File: src/ssf_pkg.sv
// constants, field layout and carrier types of the synchronous serial fifo port
package ssf_pkg;

   // ==========================================================
   // sizes
   localparam int FIFO_DEPTH = 16;
   localparam int PTR_W = 4;
   localparam int CNT_W = 5;
   localparam logic [CNT_W-1:0] FIFO_FULL_CNT = 5'h10;
   localparam logic [3:0] FRAME_BITS = 4'h8;

   // ==========================================================
   // register indices on the plain register port
   localparam logic [3:0] ADR_MODE = 4'h0;
   localparam logic [3:0] ADR_BRR = 4'h1;
   localparam logic [3:0] ADR_CTRL = 4'h2;
   localparam logic [3:0] ADR_TXDATA = 4'h3;
   localparam logic [3:0] ADR_STATUS = 4'h4;
   localparam logic [3:0] ADR_RXDATA = 4'h5;
   localparam logic [3:0] ADR_FCTL = 4'h6;
   localparam logic [3:0] ADR_COUNT = 4'h7;
   localparam logic [3:0] ADR_PORT = 4'h8;
   localparam logic [3:0] ADR_LINE = 4'h9;

   // ==========================================================
   // field positions
   localparam int FL_ER = 7;
   localparam int FL_TRANSMIT_END_FLAG = 6;
   localparam int FL_TX_FIFO_EMPTY_FLAG = 5;
   localparam int FL_BRK = 4;
   localparam int FL_FER = 3;
   localparam int FL_PER = 2;
   localparam int FL_RDF = 1;
   localparam int FL_DR = 0;
   localparam int CT_TIE = 7;
   localparam int CT_RIE = 6;
   localparam int CT_TE = 5;
   localparam int CT_RE = 4;
   localparam int CT_REIE = 3;
   localparam int CT_CKE1 = 1;
   localparam int MD_CKS = 0;
   localparam int FC_RTRG = 6;
   localparam int FC_TTRG = 4;
   localparam int FC_TFRST = 2;
   localparam int FC_RFRST = 1;
   localparam int FC_LOOP = 0;
   localparam int PT_RTS_IO = 7;
   localparam int PT_RTS_DT = 6;
   localparam int PT_CTS_DT = 4;
   localparam int PT_SCK_IO = 3;
   localparam int PT_SCK_DT = 2;
   localparam int PT_BRK_IO = 1;
   localparam int PT_BRK_DT = 0;

   // ==========================================================
   // reset values and masks
   localparam logic [7:0] BRR_RESET = 8'hff;
   localparam logic [15:0] REG_RESET = 16'h0000;
   localparam logic [7:0] FLAGS_RESET = 8'h60;
   localparam logic [7:0] FLAG_WRITABLE = 8'hf3;

   // ==========================================================
   // bit rate timing
   localparam int SYS_CLK_KHZ = 100000;
   localparam int MAX_KBPS = 5000;
   localparam logic [15:0] MIN_HALF_CYC = 16'((SYS_CLK_KHZ + 2 * MAX_KBPS - 1) / (2 * MAX_KBPS));

   // ==========================================================
   // types
   typedef enum logic [0:0] {SSF_IDLE, SSF_SHIFT} ssf_phase_type;

   typedef struct packed {
      logic wr;
      logic rd;
      logic [3:0] addr;
      logic [15:0] wdata;
   } ssf_bus_req_type;

   typedef struct packed {
      logic sck_i;
      logic rxd;
      logic cts_i;
   } ssf_pins_in_type;

   typedef struct packed {
      logic sck_o;
      logic sck_oe;
      logic txd;
      logic rts_o;
      logic rts_oe;
   } ssf_pins_out_type;

   typedef struct packed {
      logic txi;
      logic rxi;
      logic bri;
      logic eri;
      logic xfer_tx_start;
      logic xfer_rx_start;
   } ssf_req_type;

endpackage

File: src/ssf_port.sv
// synchronous serial port with 16-byte transmit and receive fifos
// Operation
// - internal clock drives pin, external clock input
// - frames are eight bits, bit zero first
// - internal bit rate capped at top rate
// - receive shifter fills lsb first, then queues
// - receive fifo sixteen bytes, writes ignored
// - empty receive fifo read returns anything
// - byte dropped when full, overrun raised
// - transmitter sends queued bytes back to back
// - transmit fifo ignores writes when full
// - status: high byte zero, flags low
// - flags cleared by zero only after read
// - framing and parity bits are read only
// - divisor byte resets to ff, sets rate
// - mode register picks clock prescaler
// - control enables, interrupt gates, clock select
// - port register drives handshake, clock, break
// - fifo control resets, triggers, loop back
// - count register shows both fifo fills
// - overrun cleared by zero only after read
// - separate requests, fifo ones start transfers
//
// Chosen here: the register addresses and the address-and-strobe port.
`timescale 1ns/1ps
module ssf_port
   import ssf_pkg::*;
(
   input wire logic sys_clk,
   input wire logic sys_rst,
   input wire ssf_bus_req_type bus_req,
   output logic [15:0] reg_rdata,
   input wire ssf_pins_in_type pin_in,
   output ssf_pins_out_type pin_out,
   output ssf_req_type req_out
);

   // ==========================================================
   // state
   typedef struct packed {
      logic [15:0] mode;
      logic [7:0] brr;
      logic [15:0] ctrl;
      logic [15:0] fctl;
      logic [15:0] port;
      logic [7:0] flags;
      logic [7:0] armed;
      logic overrun_flag;
      logic overrun_flag_armed;
      logic [FIFO_DEPTH-1:0][7:0] txm;
      logic [FIFO_DEPTH-1:0][7:0] rxm;
      logic [PTR_W-1:0] txw;
      logic [PTR_W-1:0] txr;
      logic [PTR_W-1:0] rxw;
      logic [PTR_W-1:0] rxr;
      logic [CNT_W-1:0] txc;
      logic [CNT_W-1:0] rxc;
      ssf_phase_type ph;
      logic [7:0] tsh;
      logic [7:0] rsh;
      logic [3:0] bits;
      logic [15:0] div;
      logic sck;
      logic txd;
      logic [15:0] rdata;
      logic sck_s1;
      logic sck_s2;
      logic sck_d;
      logic rxd_s1;
      logic rxd_s2;
      logic cts_s1;
      logic cts_s2;
   } ssf_state_type;

   ssf_state_type state_reg;
   ssf_state_type state_next;

   // ==========================================================
   // helpers
   // transmit trigger: flag raised at or below this fill
   function automatic logic [CNT_W-1:0] tx_trig(input logic [1:0] code);
      case (code)
         2'h0: tx_trig = 5'h08;
         2'h1: tx_trig = 5'h04;
         2'h2: tx_trig = 5'h02;
         default: tx_trig = 5'h00;
      endcase
   endfunction

   // receive trigger: flag raised at or above this fill
   function automatic logic [CNT_W-1:0] rx_trig(input logic [1:0] code);
      case (code)
         2'h0: rx_trig = 5'h01;
         2'h1: rx_trig = 5'h04;
         2'h2: rx_trig = 5'h08;
         default: rx_trig = 5'h0e;
      endcase
   endfunction

   // half bit time in sys_clk cycles; clamped so the rate never passes the top rate
   function automatic logic [15:0] half_cycles(input logic [7:0] brr, input logic [1:0] cks);
      logic [17:0] h;
      h = ({10'h000, brr} + 18'h00001) << {cks, 1'b1};
      if (h[15:0] < MIN_HALF_CYC)
         h = {2'b00, MIN_HALF_CYC};
      half_cycles = h[15:0];
   endfunction

   logic ext_clk;
   logic tx_en;
   logic rx_en;
   logic rx_bit;
   logic ext_fall;
   logic ext_rise;
   logic fall;
   logic rise;
   logic tx_push;
   logic tx_pop;
   logic rx_push;
   logic rx_pop;
   logic overrun_ev;
   logic need_frame;
   logic [7:0] load_byte;
   logic [7:0] flag_set;
   logic [7:0] flag_clr;
   logic overrun_flag_clr;
   logic wr_status;
   logic rd_status;

   // ==========================================================
   // next state
   always_comb
   begin
      state_next = state_reg;
      // two-stage synchronisers for everything arriving from pins
      state_next.sck_s1 = pin_in.sck_i;
      state_next.sck_s2 = state_reg.sck_s1;
      state_next.sck_d = state_reg.sck_s2;
      state_next.rxd_s1 = pin_in.rxd;
      state_next.rxd_s2 = state_reg.rxd_s1;
      state_next.cts_s1 = pin_in.cts_i;
      state_next.cts_s2 = state_reg.cts_s1;

      ext_clk = state_reg.ctrl[CT_CKE1];
      tx_en = state_reg.ctrl[CT_TE];
      rx_en = state_reg.ctrl[CT_RE];
      // loop back feeds our own line output into the receiver
      rx_bit = state_reg.fctl[FC_LOOP] ? state_reg.txd : state_reg.rxd_s2;
      ext_fall = state_reg.sck_d & ~state_reg.sck_s2;
      ext_rise = ~state_reg.sck_d & state_reg.sck_s2;
      load_byte = state_reg.txm[state_reg.txr];
      wr_status = bus_req.wr && (bus_req.addr == ADR_STATUS);
      rd_status = bus_req.rd && (bus_req.addr == ADR_STATUS);

      tx_push = bus_req.wr && (bus_req.addr == ADR_TXDATA) && (state_reg.txc != FIFO_FULL_CNT);
      rx_pop = bus_req.rd && (bus_req.addr == ADR_RXDATA) && (state_reg.rxc != '0);
      tx_pop = 1'b0;
      rx_push = 1'b0;
      overrun_ev = 1'b0;
      fall = 1'b0;
      rise = 1'b0;
      // receive-only runs while there is room; with a transmitter it waits for data
      need_frame = tx_en ? (state_reg.txc != '0) : (rx_en && (state_reg.rxc != FIFO_FULL_CNT));

      // frame engine
      case (state_reg.ph)
         SSF_IDLE:
         begin
            state_next.sck = 1'b1;
            if (need_frame)
            begin
               state_next.ph = SSF_SHIFT;
               state_next.bits = '0;
               state_next.div = '0;
               state_next.tsh = 8'hff;
               if (tx_en)
               begin
                  state_next.tsh = load_byte;
                  tx_pop = 1'b1;
               end
            end
         end
         SSF_SHIFT:
         begin
            if (ext_clk)
            begin
               fall = ext_fall;
               rise = ext_rise;
            end
            else if (state_reg.div == half_cycles(state_reg.brr, state_reg.mode[MD_CKS +: 2]) - 16'h0001)
            begin
               state_next.div = '0;
               state_next.sck = ~state_reg.sck;
               fall = state_reg.sck;
               rise = ~state_reg.sck;
            end
            else
               state_next.div = state_reg.div + 16'h0001;
            if (fall)
            begin
               state_next.txd = state_reg.tsh[0];
               state_next.tsh = {1'b1, state_reg.tsh[7:1]};
            end
            if (rise)
            begin
               state_next.rsh = {rx_bit, state_reg.rsh[7:1]};
               state_next.bits = state_reg.bits + 4'h1;
               if (state_reg.bits == FRAME_BITS - 4'h1)
               begin
                  state_next.ph = SSF_IDLE;
                  if (rx_en)
                  begin
                     if (state_reg.rxc == FIFO_FULL_CNT)
                        overrun_ev = 1'b1;
                     else
                        rx_push = 1'b1;
                  end
               end
            end
            // dropping both enables abandons the frame
            if (!(tx_en || rx_en))
            begin
               state_next.ph = SSF_IDLE;
               state_next.sck = 1'b1;
            end
         end
         default:
            state_next.ph = SSF_IDLE;
      endcase

      // fifo storage; the full check above keeps a late write from touching data
      if (tx_push)
      begin
         state_next.txm[state_reg.txw] = bus_req.wdata[7:0];
         state_next.txw = state_reg.txw + 4'h1;
      end
      if (tx_pop)
         state_next.txr = state_reg.txr + 4'h1;
      state_next.txc = state_reg.txc + CNT_W'(tx_push) - CNT_W'(tx_pop);
      if (rx_push)
      begin
         state_next.rxm[state_reg.rxw] = {rx_bit, state_reg.rsh[7:1]};
         state_next.rxw = state_reg.rxw + 4'h1;
      end
      if (rx_pop)
         state_next.rxr = state_reg.rxr + 4'h1;
      state_next.rxc = state_reg.rxc + CNT_W'(rx_push) - CNT_W'(rx_pop);
      if (state_reg.fctl[FC_TFRST])
      begin
         state_next.txw = '0;
         state_next.txr = '0;
         state_next.txc = '0;
      end
      if (state_reg.fctl[FC_RFRST])
      begin
         state_next.rxw = '0;
         state_next.rxr = '0;
         state_next.rxc = '0;
      end

      // plain control registers
      if (bus_req.wr)
      begin
         case (bus_req.addr)
            ADR_MODE: state_next.mode = bus_req.wdata;
            ADR_BRR: state_next.brr = bus_req.wdata[7:0];
            ADR_CTRL: state_next.ctrl = bus_req.wdata;
            ADR_FCTL: state_next.fctl = bus_req.wdata;
            ADR_PORT: state_next.port = bus_req.wdata;
            default: state_next.mode = state_reg.mode;
         endcase
      end

      // status flags: hardware sets win over software clears
      flag_set = '0;
      flag_set[FL_TRANSMIT_END_FLAG] = tx_en && (state_reg.ph == SSF_IDLE) && (state_reg.txc == '0);
      flag_set[FL_TX_FIFO_EMPTY_FLAG] = tx_en && (state_reg.txc <= tx_trig(state_reg.fctl[FC_TTRG +: 2]));
      flag_set[FL_RDF] = rx_en && (state_reg.rxc >= rx_trig(state_reg.fctl[FC_RTRG +: 2]));
      flag_clr = wr_status ? (state_reg.armed & ~bus_req.wdata[7:0] & FLAG_WRITABLE) : 8'h00;
      state_next.flags = (flag_set | (state_reg.flags & ~flag_clr)) & FLAG_WRITABLE;
      state_next.armed = ((state_reg.armed & ~flag_clr) | (rd_status ? state_reg.flags : 8'h00))
         & state_next.flags;
      overrun_flag_clr = bus_req.wr && (bus_req.addr == ADR_LINE) && state_reg.overrun_flag_armed && !bus_req.wdata[0];
      state_next.overrun_flag = overrun_ev || (state_reg.overrun_flag && !overrun_flag_clr);
      state_next.overrun_flag_armed = ((state_reg.overrun_flag_armed && !overrun_flag_clr)
         || (bus_req.rd && (bus_req.addr == ADR_LINE) && state_reg.overrun_flag)) && state_next.overrun_flag;

      // read data stands for exactly the cycle after the strobe
      state_next.rdata = '0;
      if (bus_req.rd)
      begin
         case (bus_req.addr)
            ADR_MODE: state_next.rdata = state_reg.mode;
            ADR_BRR: state_next.rdata = {8'h00, state_reg.brr};
            ADR_CTRL: state_next.rdata = state_reg.ctrl;
            ADR_STATUS: state_next.rdata = {8'h00, state_reg.flags};
            ADR_RXDATA: state_next.rdata = {8'h00, state_reg.rxm[state_reg.rxr]};
            ADR_FCTL: state_next.rdata = state_reg.fctl;
            ADR_COUNT: state_next.rdata = {3'h0, state_reg.txc, 3'h0, state_reg.rxc};
            ADR_PORT: state_next.rdata = {state_reg.port[15:5], state_reg.cts_s2, state_reg.port[3:0]};
            ADR_LINE: state_next.rdata = {15'h0000, state_reg.overrun_flag};
            default: state_next.rdata = '0;
         endcase
      end
   end

   // ==========================================================
   // registers
   always_ff @(posedge sys_clk)
   begin
      if (sys_rst)
      begin
         state_reg <= '0;
         state_reg.mode <= REG_RESET;
         state_reg.ctrl <= REG_RESET;
         state_reg.fctl <= REG_RESET;
         state_reg.port <= REG_RESET;
         state_reg.brr <= BRR_RESET;
         state_reg.flags <= FLAGS_RESET;
         state_reg.ph <= SSF_IDLE;
         state_reg.sck <= 1'b1;
         state_reg.txd <= 1'b1;
         state_reg.tsh <= 8'hff;
         state_reg.sck_s1 <= 1'b1;
         state_reg.sck_s2 <= 1'b1;
         state_reg.sck_d <= 1'b1;
      end
      else
         state_reg <= state_next;
   end

   // ==========================================================
   // outputs
   assign reg_rdata = state_reg.rdata;

   // clock pin: driven while the internal clock is selected and an enable is on, else by the port bits when both enables are off
   always_comb
   begin
      pin_out.sck_oe = (!state_reg.ctrl[CT_CKE1] && (state_reg.ctrl[CT_TE] || state_reg.ctrl[CT_RE]))
         || (!(state_reg.ctrl[CT_TE] || state_reg.ctrl[CT_RE]) && state_reg.port[PT_SCK_IO]);
      pin_out.sck_o = (state_reg.ctrl[CT_TE] || state_reg.ctrl[CT_RE]) ? state_reg.sck
         : state_reg.port[PT_SCK_DT];
      // break: the port bits own the line only while the transmitter is off
      pin_out.txd = state_reg.ctrl[CT_TE] ? state_reg.txd
         : (state_reg.port[PT_BRK_IO] ? state_reg.port[PT_BRK_DT] : 1'b1);
      pin_out.rts_o = state_reg.port[PT_RTS_DT];
      pin_out.rts_oe = state_reg.port[PT_RTS_IO];
   end

   // request levels; fifo requests double as transfer starts
   always_comb
   begin
      req_out.txi = state_reg.flags[FL_TX_FIFO_EMPTY_FLAG] && state_reg.ctrl[CT_TIE];
      req_out.rxi = state_reg.flags[FL_RDF] && state_reg.ctrl[CT_RIE];
      req_out.bri = (state_reg.flags[FL_BRK] || state_reg.overrun_flag)
         && (state_reg.ctrl[CT_RIE] || state_reg.ctrl[CT_REIE]);
      req_out.eri = state_reg.flags[FL_ER] && (state_reg.ctrl[CT_RIE] || state_reg.ctrl[CT_REIE]);
      req_out.xfer_tx_start = req_out.txi;
      req_out.xfer_rx_start = req_out.rxi;
   end
endmodule

File: config.mk
export PLATFORM = sky130hd
export DESIGN_NAME = ssf_port
export DESIGN_NICKNAME = d
export VERILOG_FILES = /design/src/ssf_pkg.sv /design/src/ssf_port.sv
export SDC_FILE = /design/constraint.sdc
export NUM_CORES = 1
export LEC_CHECK = 0
export ABC_AREA = 0
export BUFFER_PORTS_ARGS = -buffer_cell sky130_fd_sc_hd__buf_4
export CORE_MARGIN = 2
export CORE_UTILIZATION = 51
export DETAILED_ROUTE_END_ITERATION = 10
export PLACE_DENSITY = 0.67
export SETUP_SLACK_MARGIN = 0.2
export SYNTH_ARGS = -nofsm -noshare
export SYNTH_HDL_FRONTEND = slang
export SYNTH_SLANG_ARGS = --single-unit
File: constraint.sdc
create_clock -name sys_clk -period 7.2 [get_ports sys_clk]
set_input_delay 0.72 -clock sys_clk [delete_from_list [all_inputs] [get_ports sys_clk]]
set_output_delay 0.72 -clock sys_clk [all_outputs]
set_load 0.05 [all_outputs]
==> flow_summary.json, run 1 <==
{
  "die-area_sq_um": 41700,
  "async_reset_ff_share_pct": 0,
  "num_vias": 15500,
  "grtUsageTotal_pct": 24.8,
  "cp.required_ns": 7.69,
  "synth_warnings": 0,
  "root_buffer": "clkbuf_16",
  "period_needed_ns": 6.45,
  "setup_tns_ns": 0,
  "cts_setup_buffers": 0,
  "hold_violations": 0,
  "clockBufferDepth": 3,
  "max_freq_ghz": 0.155,
  "worst_hold_path_type": "in2reg",
  "relSlewSlack_pct": 19.8,
  "avgRoutedWirePerCell_um": 19.5,
  "grt_max_degree": 108,
  "worst_path_largest_cell_delay_ns": 0.55,
  "port_buffers": 53,
  "netlist_instances": 2143,
  "timing.max_cap.violations": 0,
  "ant_nets": 0,
  "drt_iter0_markers": 1174,
  "synthFlopType": "dfxtp_1",
  "irDropWorstVdd_uv": 149,
  "place_hpwl_um": 34800,
  "num_rows": 73,
  "crit_buf_inv": 2,
  "io_pins": 54,
  "power_leakage_nw": 8.78,
  "clock_skew_ns": 0.0137,
  "setup_violations": 0,
  "dpl_cell_area_sq_um": 20800,
  "fin_nets": 2149,
  "worstSkewPairLatency_ns": 0.55,
  "cpMaxStageDelayCell": "or4b_1",
  "path_common_cell": "ha_1",
  "start_util_pct": 51.6,
  "insertedDiodeCount": 0,
  "tightest_slew_ns": 1.20,
  "yosysSeqAreaShare_pct": 41.9,
  "clk_pin_slew_ns": 0.06,
  "die_y_um": 204,
  "start_kind": "flip-flop",
  "path_delay_family": "simple AND/OR/NAND/NOR gates",
  "cts_tree": "built",
  "worstPathArrival_ns": 6.94,
  "final_cell_mix": "dfxtp_1, nand2_1, mux2i_1",
  "grt_overflow": 0,
  "clock-sinks": 428,
  "synth.avg_cell_area_sq_um": 9.54,
  "antenna_found_initial": 2,
  "cts_resized": 0,
  "routed_wirelength_um": 51700,
  "design_area_sq_um": 22300,
  "path_max_fanout": 11,
  "power_density_nw_per_um2": 222,
  "dieWidth_um": 204,
  "rsz0062_at_grt": "false",
  "path_class": "reg2reg",
  "htreeDepth": 2,
  "firstDrtPassIters": 8,
  "synthesis.nets": 2205,
  "grt_pass1_vias": 15000,
  "post-route-period-util_pct": 89.6,
  "numCtsBuffers": 45,
  "gp_congestion": 0.885,
  "slew_viol_final": 0,
  "largest_reg_flops": 404,
  "fp.coreArea_sq_um": 39600,
  "synth_seq_cells": 428,
  "final_common_cell": "dfxtp_1",
  "ys_types": 84,
  "drive_above_1_share_pct": 12.2,
  "cts_hold_buf": 0,
  "worstSetupEndpointType": "flip-flop",
  "vias_per_cell": 5.85,
  "areaGrowthSynthToFinish_pct": 9.14,
  "grt_pass1_wl_um": 82500,
  "drc": 0,
  "synth_area_sq_um": 20400,
  "status": "finished, final reports clean",
  "synth_edf_count": 0
}
==> layer usage <==
metal / track usage (%) / wire length [um]
met5: 0 / 24
met4: 8.44 / 1460
met3: 4.46 / 3210
met2: 40.2 / 24100
met1: 33.2 / 22900
==> Yosys cell counts, types with 6 or more instances <==
library cell | instances | area [sq um]
and2_1 | 18 | 113
nand4_1 | 14 | 87.6
a222oi_1 | 7 | 70.1
ha_1 | 33 | 413
mux4_2 | 62 | 1400
nand4_4 | 13 | 277
mux2_2 | 8 | 90.1
buf_1 | 9 | 33.8
a21oi_1 | 103 | 515
mux2i_1 | 298 | 2980
nor3_1 | 13 | 65.1
a221oi_1 | 10 | 87.6
o211ai_1 | 7 | 52.6
inv_1 | 36 | 135
a31oi_1 | 9 | 56.3
or2_2 | 8 | 50.1
xnor2_1 | 23 | 201
a22oi_1 | 37 | 278
dlygate4sd1_1 | 8 | 70.1
xor2_1 | 31 | 272
clkbuf_1 | 105 | 394
o21ai_0 | 36 | 180
nor2_1 | 220 | 826
nand2_1 | 347 | 1300
or3_1 | 8 | 50.1
buf_4 | 28 | 210
buf_2 | 25 | 125
nand3_1 | 40 | 200
nor2b_1 | 20 | 125
and3_1 | 13 | 81.3
nand2b_1 | 14 | 87.6
a21o_1 | 6 | 45.0
a41oi_1 | 8 | 70.1
dfxtp_1 | 428 | 8570
==> power by group <==
part | internal, W | switching [W] | leakage, nW | total [W]
Sequential | 0.00239 | 0.0000197 | 3.45 | 0.00240
Combinational | 0.0000907 | 0.000183 | 4.60 | 0.000274
Clock | 0.00133 | 0.000939 | 0.724 | 0.00227
Total | 0.00381 | 0.00114 | 8.78 | 0.00495
==> area by class of cell <==
cell class              count  area (sq um)
clock buffers              71          1400
clock inverters             9          58.8
fillers                  3494         17300
inverters                  36           138
multi-input cells        1502         10900
flip-flops and latches    428          8570
well taps                 525           657
repair buffers             74           559
==> worst paths after layout <==
path	slack, ns	cells past startpoint	endpoint	from
max	0.75	26	state_reg[66]$_SDFF_PP0_	state_reg[411]$_SDFFE_PP1P_
min	0.35	2	state_next[5]$_SDFF_PP1_	pin_in[2]
max reg2reg	0.75	26	state_reg[66]$_SDFF_PP0_	state_reg[411]$_SDFFE_PP1P_
min reg2reg	0.41	1	state_next[4]$_SDFF_PP1_	state_next[5]$_SDFF_PP1_
==> through the flow <==
step	std cells	setup slack, ns	power, W	hold WS [ns]	utilization [%]
CTS	2645	0.280	0.00498	0.330	56.2
global route	2645	0.190	0.00511	0.332	56.3
floorplan	2143	1.13	0.00265	0.389	-
global placement	2565	0.503	0.00272	0.391	52.6
detailed placement	2565	0.325	0.00272	0.401	52.6
finish	2645	0.749	0.00495	0.354	56.3
==> kinds of logic (layout without fill, tap and decap cells) <==
group           Yosys count  in the layout  synth area share, %
fa+ha+maj                35             35                 2.22
flops                   428            428                 41.9
compound gates          283            283                 9.36
mux                     368            368                 21.9
buf+inv                 213            190                 4.86
xor+xnor                 55             55                 2.42
simple gates            761            761                 17.4
Power figures use the tool's default switching activity.
==> inputs of run 2 (changes only) <==
- BUFFER_PORTS_ARGS: -buffer_cell sky130_fd_sc_hd__buf_4 -> unset
- DONT_BUFFER_PORTS: unset -> 1
- PLACE_DENSITY: 0.67 -> 0.66
- REMOVE_ABC_BUFFERS: unset -> 1
==> run 2 against run 1 <==
  * Total power decreased by 0.10%
  * Sequential share of layout area rose by 0.69 points
  * Core utilization fell by 1.0 points
  * Clock skew increased by 0.011 ns
  * Wire length up 4.0%
  * Sequential power about the same
  * Critical path depth did not move
  * Count of clock-buffer cells in the layout is 7 lower
  * Cell count shrank 2.0%
  * Setup slack better by 0.0017 ns
  * Register-to-register slack about the same
  * Combinational power down 20%
  * Critical endpoint unchanged
==> flow_summary.json, run 2 (synthesized netlist as in run 1, its figures left out) <==
{
  "combinationalPowerShare_pct": 4.4,
  "areaGrowthSynthToFinish_pct": 7.20,
  "insertedDiodeCount": 0,
  "port_buffers": 0,
  "die-area_sq_um": 41700,
  "cpMaxStageDelayCell": "or4b_1",
  "num_rows": 73,
  "final_common_cell": "dfxtp_1",
  "place_hpwl_um": 35500,
  "crit-reg2reg-launch": "state_reg[411]$_SDFFE_PP1P_",
  "start_util_pct": 51.6,
  "start_kind": "flip-flop",
  "cts_tree": "built",
  "cts_hold_buf": 0,
  "htreeDepth": 2,
  "pwr-share-clk_pct": 46.8,
  "rsz0062_at_grt": "false",
  "status": "finished, final reports clean",
  "cts_resized": 0,
  "antenna_found_initial": 1,
  "power_w": 0.00494,
  "avgRoutedWirePerCell_um": 20.7,
  "worstPathArrival_ns": 6.95,
  "cts_setup_buffers": 0,
  "drive_above_1_share_pct": 9.83,
  "drt_iter0_markers": 1207,
  "slew_viol_final": 0,
  "die_y_um": 204,
  "seqPwrFrac_pct": 48.7,
  "largest_reg_flops": 404,
  "r2r-end": "state_reg[66]$_SDFF_PP0_",
  "vias_per_cell": 5.92,
  "drc": 0,
  "tightest_slew_ns": 1.19,
  "post-route-period-util_pct": 89.6,
  "p_sw_w": 0.00112,
  "worst_path_largest_cell_delay_ns": 0.55,
  "grt_overflow": 0,
  "timing.max_cap.violations": 0,
  "power_leakage_nw": 8.50,
  "io_pins": 54,
  "cp-startpoint": "state_reg[411]$_SDFFE_PP1P_",
  "reg2reg_slack_ns": 0.75,
  "crit_path_end": "state_reg[66]$_SDFF_PP0_",
  "firstDrtPassIters": 6,
  "hold_violations": 0,
  "p_sw_share_pct": 22.7,
  "num_vias": 15300,
  "grt_pass1_vias": 15000,
  "final_cell_mix": "dfxtp_1, nand2_1, mux2i_1",
  "routed_wirelength_um": 53700,
  "p_int_w": 0.00382,
  "grtUsageTotal_pct": 25.9,
  "path_max_fanout": 11,
  "setup_violations": 0,
  "gp_congestion": 0.892,
  "grt_max_degree": 226,
  "root_buffer": "clkbuf_16",
  "period_needed_ns": 6.45,
  "clock-sinks": 428,
  "numCtsBuffers": 46,
  "ant_nets": 0,
  "worstSkewPairLatency_ns": 0.57,
  "setup_tns_ns": 0,
  "fp.coreArea_sq_um": 39600,
  "max_freq_ghz": 0.155,
  "fin_nets": 2098,
  "power_density_nw_per_um2": 225,
  "dieWidth_um": 204,
  "reg2reg_depth": 26,
  "worst_hold_path_type": "in2reg",
  "irDropWorstVdd_uv": 221,
  "path_class": "reg2reg",
  "relSlewSlack_pct": 19.9,
  "clk_pin_slew_ns": 0.06,
  "clock_skew_ns": 0.0245,
  "clockBufferDepth": 3,
  "grt_pass1_wl_um": 85000,
  "worstSetupEndpointType": "flip-flop",
  "cp.required_ns": 7.70
}
[run 2: how the worst min path moves through the flow]
stage | startpoint | endpoint | slack, ns | cells past startpoint
final | sys_rst | state_reg[387]$_SDFFE_PP0P_ | 0.25 | 1
after global routing | sys_rst | state_reg[371]$_SDFFE_PP0P_ | 0.22 | 1
after CTS | sys_rst | state_reg[387]$_SDFFE_PP0P_ | 0.22 | 1
after detailed placement | state_next[0]$_SDFF_PP0_ | state_reg[0]$_SDFF_PP0_ | 0.43 | 1
after global placement | state_next[0]$_SDFF_PP0_ | state_reg[0]$_SDFF_PP0_ | 0.43 | 1
after floorplan | state_next[5]$_SDFF_PP1_ | state_next[4]$_SDFF_PP1_ | 0.39 | 1
[run 2: worst max-delay path: cells and delay by family (launching register included)]
kind / cells / cell delay [ns]
simple gates: 10 / 2.38
flops: 1 / 0.45
fa+ha+maj: 5 / 1.52
compound gates: 9 / 1.91
buf+inv: 2 / 0.11
[run 2: power by group through the flow]
stage / clock network (W) / registers (W) / logic (W)
finish: 0.00231 / 0.00241 / 0.000219
global route: 0.00245 / 0.00241 / 0.000241
CTS: 0.00235 / 0.00241 / 0.000214
detailed placement: 0 / 0.00246 / 0.000213
global placement: 0 / 0.00246 / 0.000210
floorplan: 0 / 0.00246 / 0.000154
[run 2: stage by stage]
stage	cells	util [%]	hold WS [ns]	cell area [sq um]	setup WS (ns)
2_1_floorplan	1966	-	0.389	19600	0.380
3_3_place_gp	2513	51.6	0.426	20400	0.558
3_5_place_dp	2513	51.6	0.435	20400	0.432
4_1_cts	2591	55.2	0.225	21900	0.379
5_1_grt	2591	55.3	0.224	21900	0.254
6_report	2591	55.3	0.246	21900	0.751
[run 2: layout make-up]
class	count	area (sq um)
well taps	525	657
repair buffers	22	165
multi-input cells	1502	10900
clock inverters	14	159
flip-flops and latches	428	8570
inverters	36	138
clock buffers	64	1290
fillers	3502	17700
[run 2: metal layers]
layer / routed length, um / GRT usage [%] / up-vias
met2: 24500 / 41.1 / 452
met1: 24500 / 35.7 / 7505
met3: 2980 / 4.03 / 114
met4: 1740 / 9.58 / 0
li1: - / - / 7264
met5: 0 / 0 / -
==> inputs of run 3 (changes only) <==
- clock period: 7.2 -> 7.55 ns (I/O delays scaled with it)
==> run 3 against run 2 <==
  * Sequential power down 5%
  * Clock skew is 0.015 ns higher
  * Largest cell class unchanged
  * Critical endpoint unchanged
  * Largest power group unchanged
  * Via count up 0.18%
==> flow_summary.json, run 3 (synthesized netlist as in run 1, its figures left out) <==
{
  "status": "finished, final reports clean",
  "cts_hold_buf": 0,
  "htreeDepth": 2,
  "areaGrowthSynthToFinish_pct": 7.43,
  "largest_reg_flops": 404,
  "timing.max_cap.violations": 0,
  "drc": 0,
  "drive_above_1_share_pct": 9.84,
  "setup_tns_ns": 0,
  "path_class": "reg2reg",
  "rsz0062_at_grt": "false",
  "ant_nets": 0,
  "slew_viol_final": 0,
  "final_common_cell": "dfxtp_1",
  "start_util_pct": 51.6,
  "gp_congestion": 0.896,
  "grt_pass1_wl_um": 84000,
  "drt_iter0_markers": 1299,
  "hold_violations": 0,
  "worstSetupEndpointType": "flip-flop",
  "irDropWorstVdd_uv": 200,
  "cp.required_ns": 8.07,
  "start_kind": "flip-flop",
  "r2r-end": "state_reg[66]$_SDFF_PP0_",
  "cp-startpoint": "state_reg[411]$_SDFFE_PP1P_",
  "routed_wirelength_um": 53300,
  "crit-reg2reg-launch": "state_reg[411]$_SDFFE_PP1P_",
  "reg2reg_slack_ns": 0.78,
  "grt_overflow": 0,
  "port_buffers": 0,
  "grt_max_degree": 226,
  "avgRoutedWirePerCell_um": 20.6,
  "final_cell_mix": "dfxtp_1, nand2_1, mux2i_1",
  "grt_pass1_vias": 14800,
  "fillers": 3523,
  "period_needed_ns": 6.77,
  "worstSkewPairLatency_ns": 0.59,
  "relSlewSlack_pct": 19.4,
  "clock_skew_ns": 0.0400,
  "post-place-ws_ns": 0.608,
  "tightest_slew_ns": 1.21,
  "numCtsBuffers": 45,
  "vias_per_cell": 5.93,
  "cts_resized": 0,
  "cts_setup_buffers": 0,
  "path_max_fanout": 11,
  "die_y_um": 204,
  "worst_hold_path_type": "in2reg",
  "hold_ws_ns": 0.256,
  "crit_path_end": "state_reg[66]$_SDFF_PP0_",
  "fp.coreArea_sq_um": 39600,
  "fin_nets": 2096,
  "root_buffer": "clkbuf_16",
  "design_area_sq_um": 22000,
  "reg2reg_depth": 26,
  "max_freq_ghz": 0.148,
  "worstPathArrival_ns": 7.29,
  "grtUsageTotal_pct": 25.7,
  "firstDrtPassIters": 5,
  "num_rows": 73,
  "dieWidth_um": 204,
  "post-route-period-util_pct": 89.6,
  "setup_violations": 0,
  "dpl_cell_area_sq_um": 20400,
  "power_w": 0.00478,
  "place_hpwl_um": 35600,
  "insertedDiodeCount": 0,
  "clockBufferDepth": 3,
  "power_density_nw_per_um2": 217,
  "die-area_sq_um": 41700,
  "io_pins": 54,
  "power_leakage_nw": 8.53,
  "clock-sinks": 428,
  "clk_pin_slew_ns": 0.06,
  "num_vias": 15400,
  "antenna_found_initial": 1,
  "cts_tree": "built",
  "fin_ws_ns": 0.783,
  "min_from": "sys_rst"
}
[run 3: layer usage]
layer / GRT usage [%] / vias to the layer above / part of all wire, %
li1: - / 7268 / -
met1: 35.1 / 7527 / 45
met2: 41.2 / 468 / 46
met3: 4.72 / 100 / 6.1
met4: 8.05 / 0 / 2.8
met5: 0 / - / 0
[run 3: final cells by class]
| cell class | count | area [sq um] | share of cell area, % |
|---|---|---|---|
| Multi-Input combinational cell | 1502 | 10900 | 49.7 |
| Sequential cell | 428 | 8570 | 39.0 |
| Clock buffer | 64 | 1330 | 6.05 |
| Tap cell | 525 | 657 | 2.99 |
| Clock inverter | 13 | 194 | 0.883 |
| Timing Repair Buffer | 21 | 158 | 0.718 |
| Inverter | 36 | 138 | 0.626 |
[run 3: worst max-delay path: stages (launching register included)]
cell     delay (ns)
dfxtp_1        0.54
ha_1           0.42
nand4_1        0.17
or4b_1         0.55
a31o_1         0.24
o221a_2        0.16
and3_1         0.26
a31oi_1        0.34
ha_1           0.25
inv_1          0.06
a31oi_2        0.30
nor2b_1        0.17
nand4_1        0.10
a31oi_1        0.36
a21oi_1        0.15
nor3b_1        0.36
nand4_1        0.19
o21ai_4        0.16
nand3_1        0.20
ha_1           0.36
inv_1          0.04
ha_1           0.20
fa_1           0.41
a21oi_1        0.17
nor2_1         0.06
or3_1          0.34
a21oi_1        0.14
[run 3: worst min path at each step]
stage / endpoint / slack (ns) / cells after the start
after floorplan: state_next[4]$_SDFF_PP1_ / 0.39 / 1
after global placement: state_reg[0]$_SDFF_PP0_ / 0.43 / 1
after detailed placement: state_reg[0]$_SDFF_PP0_ / 0.43 / 1
after CTS: state_reg[387]$_SDFFE_PP0P_ / 0.25 / 1
after global routing: state_reg[387]$_SDFFE_PP0P_ / 0.23 / 1
final: state_reg[388]$_SDFFE_PP0P_ / 0.26 / 1
[run 3: metrics by stage]
stage          std cells  utilization, %
6_report            2589            55.4
5_1_grt             2589            55.4
4_1_cts             2589            55.4
3_5_place_dp        2512            51.6
3_3_place_gp        2512            51.6
2_1_floorplan       1966               -
[run 3: where the power goes]
group	internal, W	leakage, nW	switching (W)	total, W
registers	0.00227	3.45	0.0000220	0.00230
logic	0.0000750	4.33	0.000130	0.000205
clock network	0.00136	0.754	0.000915	0.00227
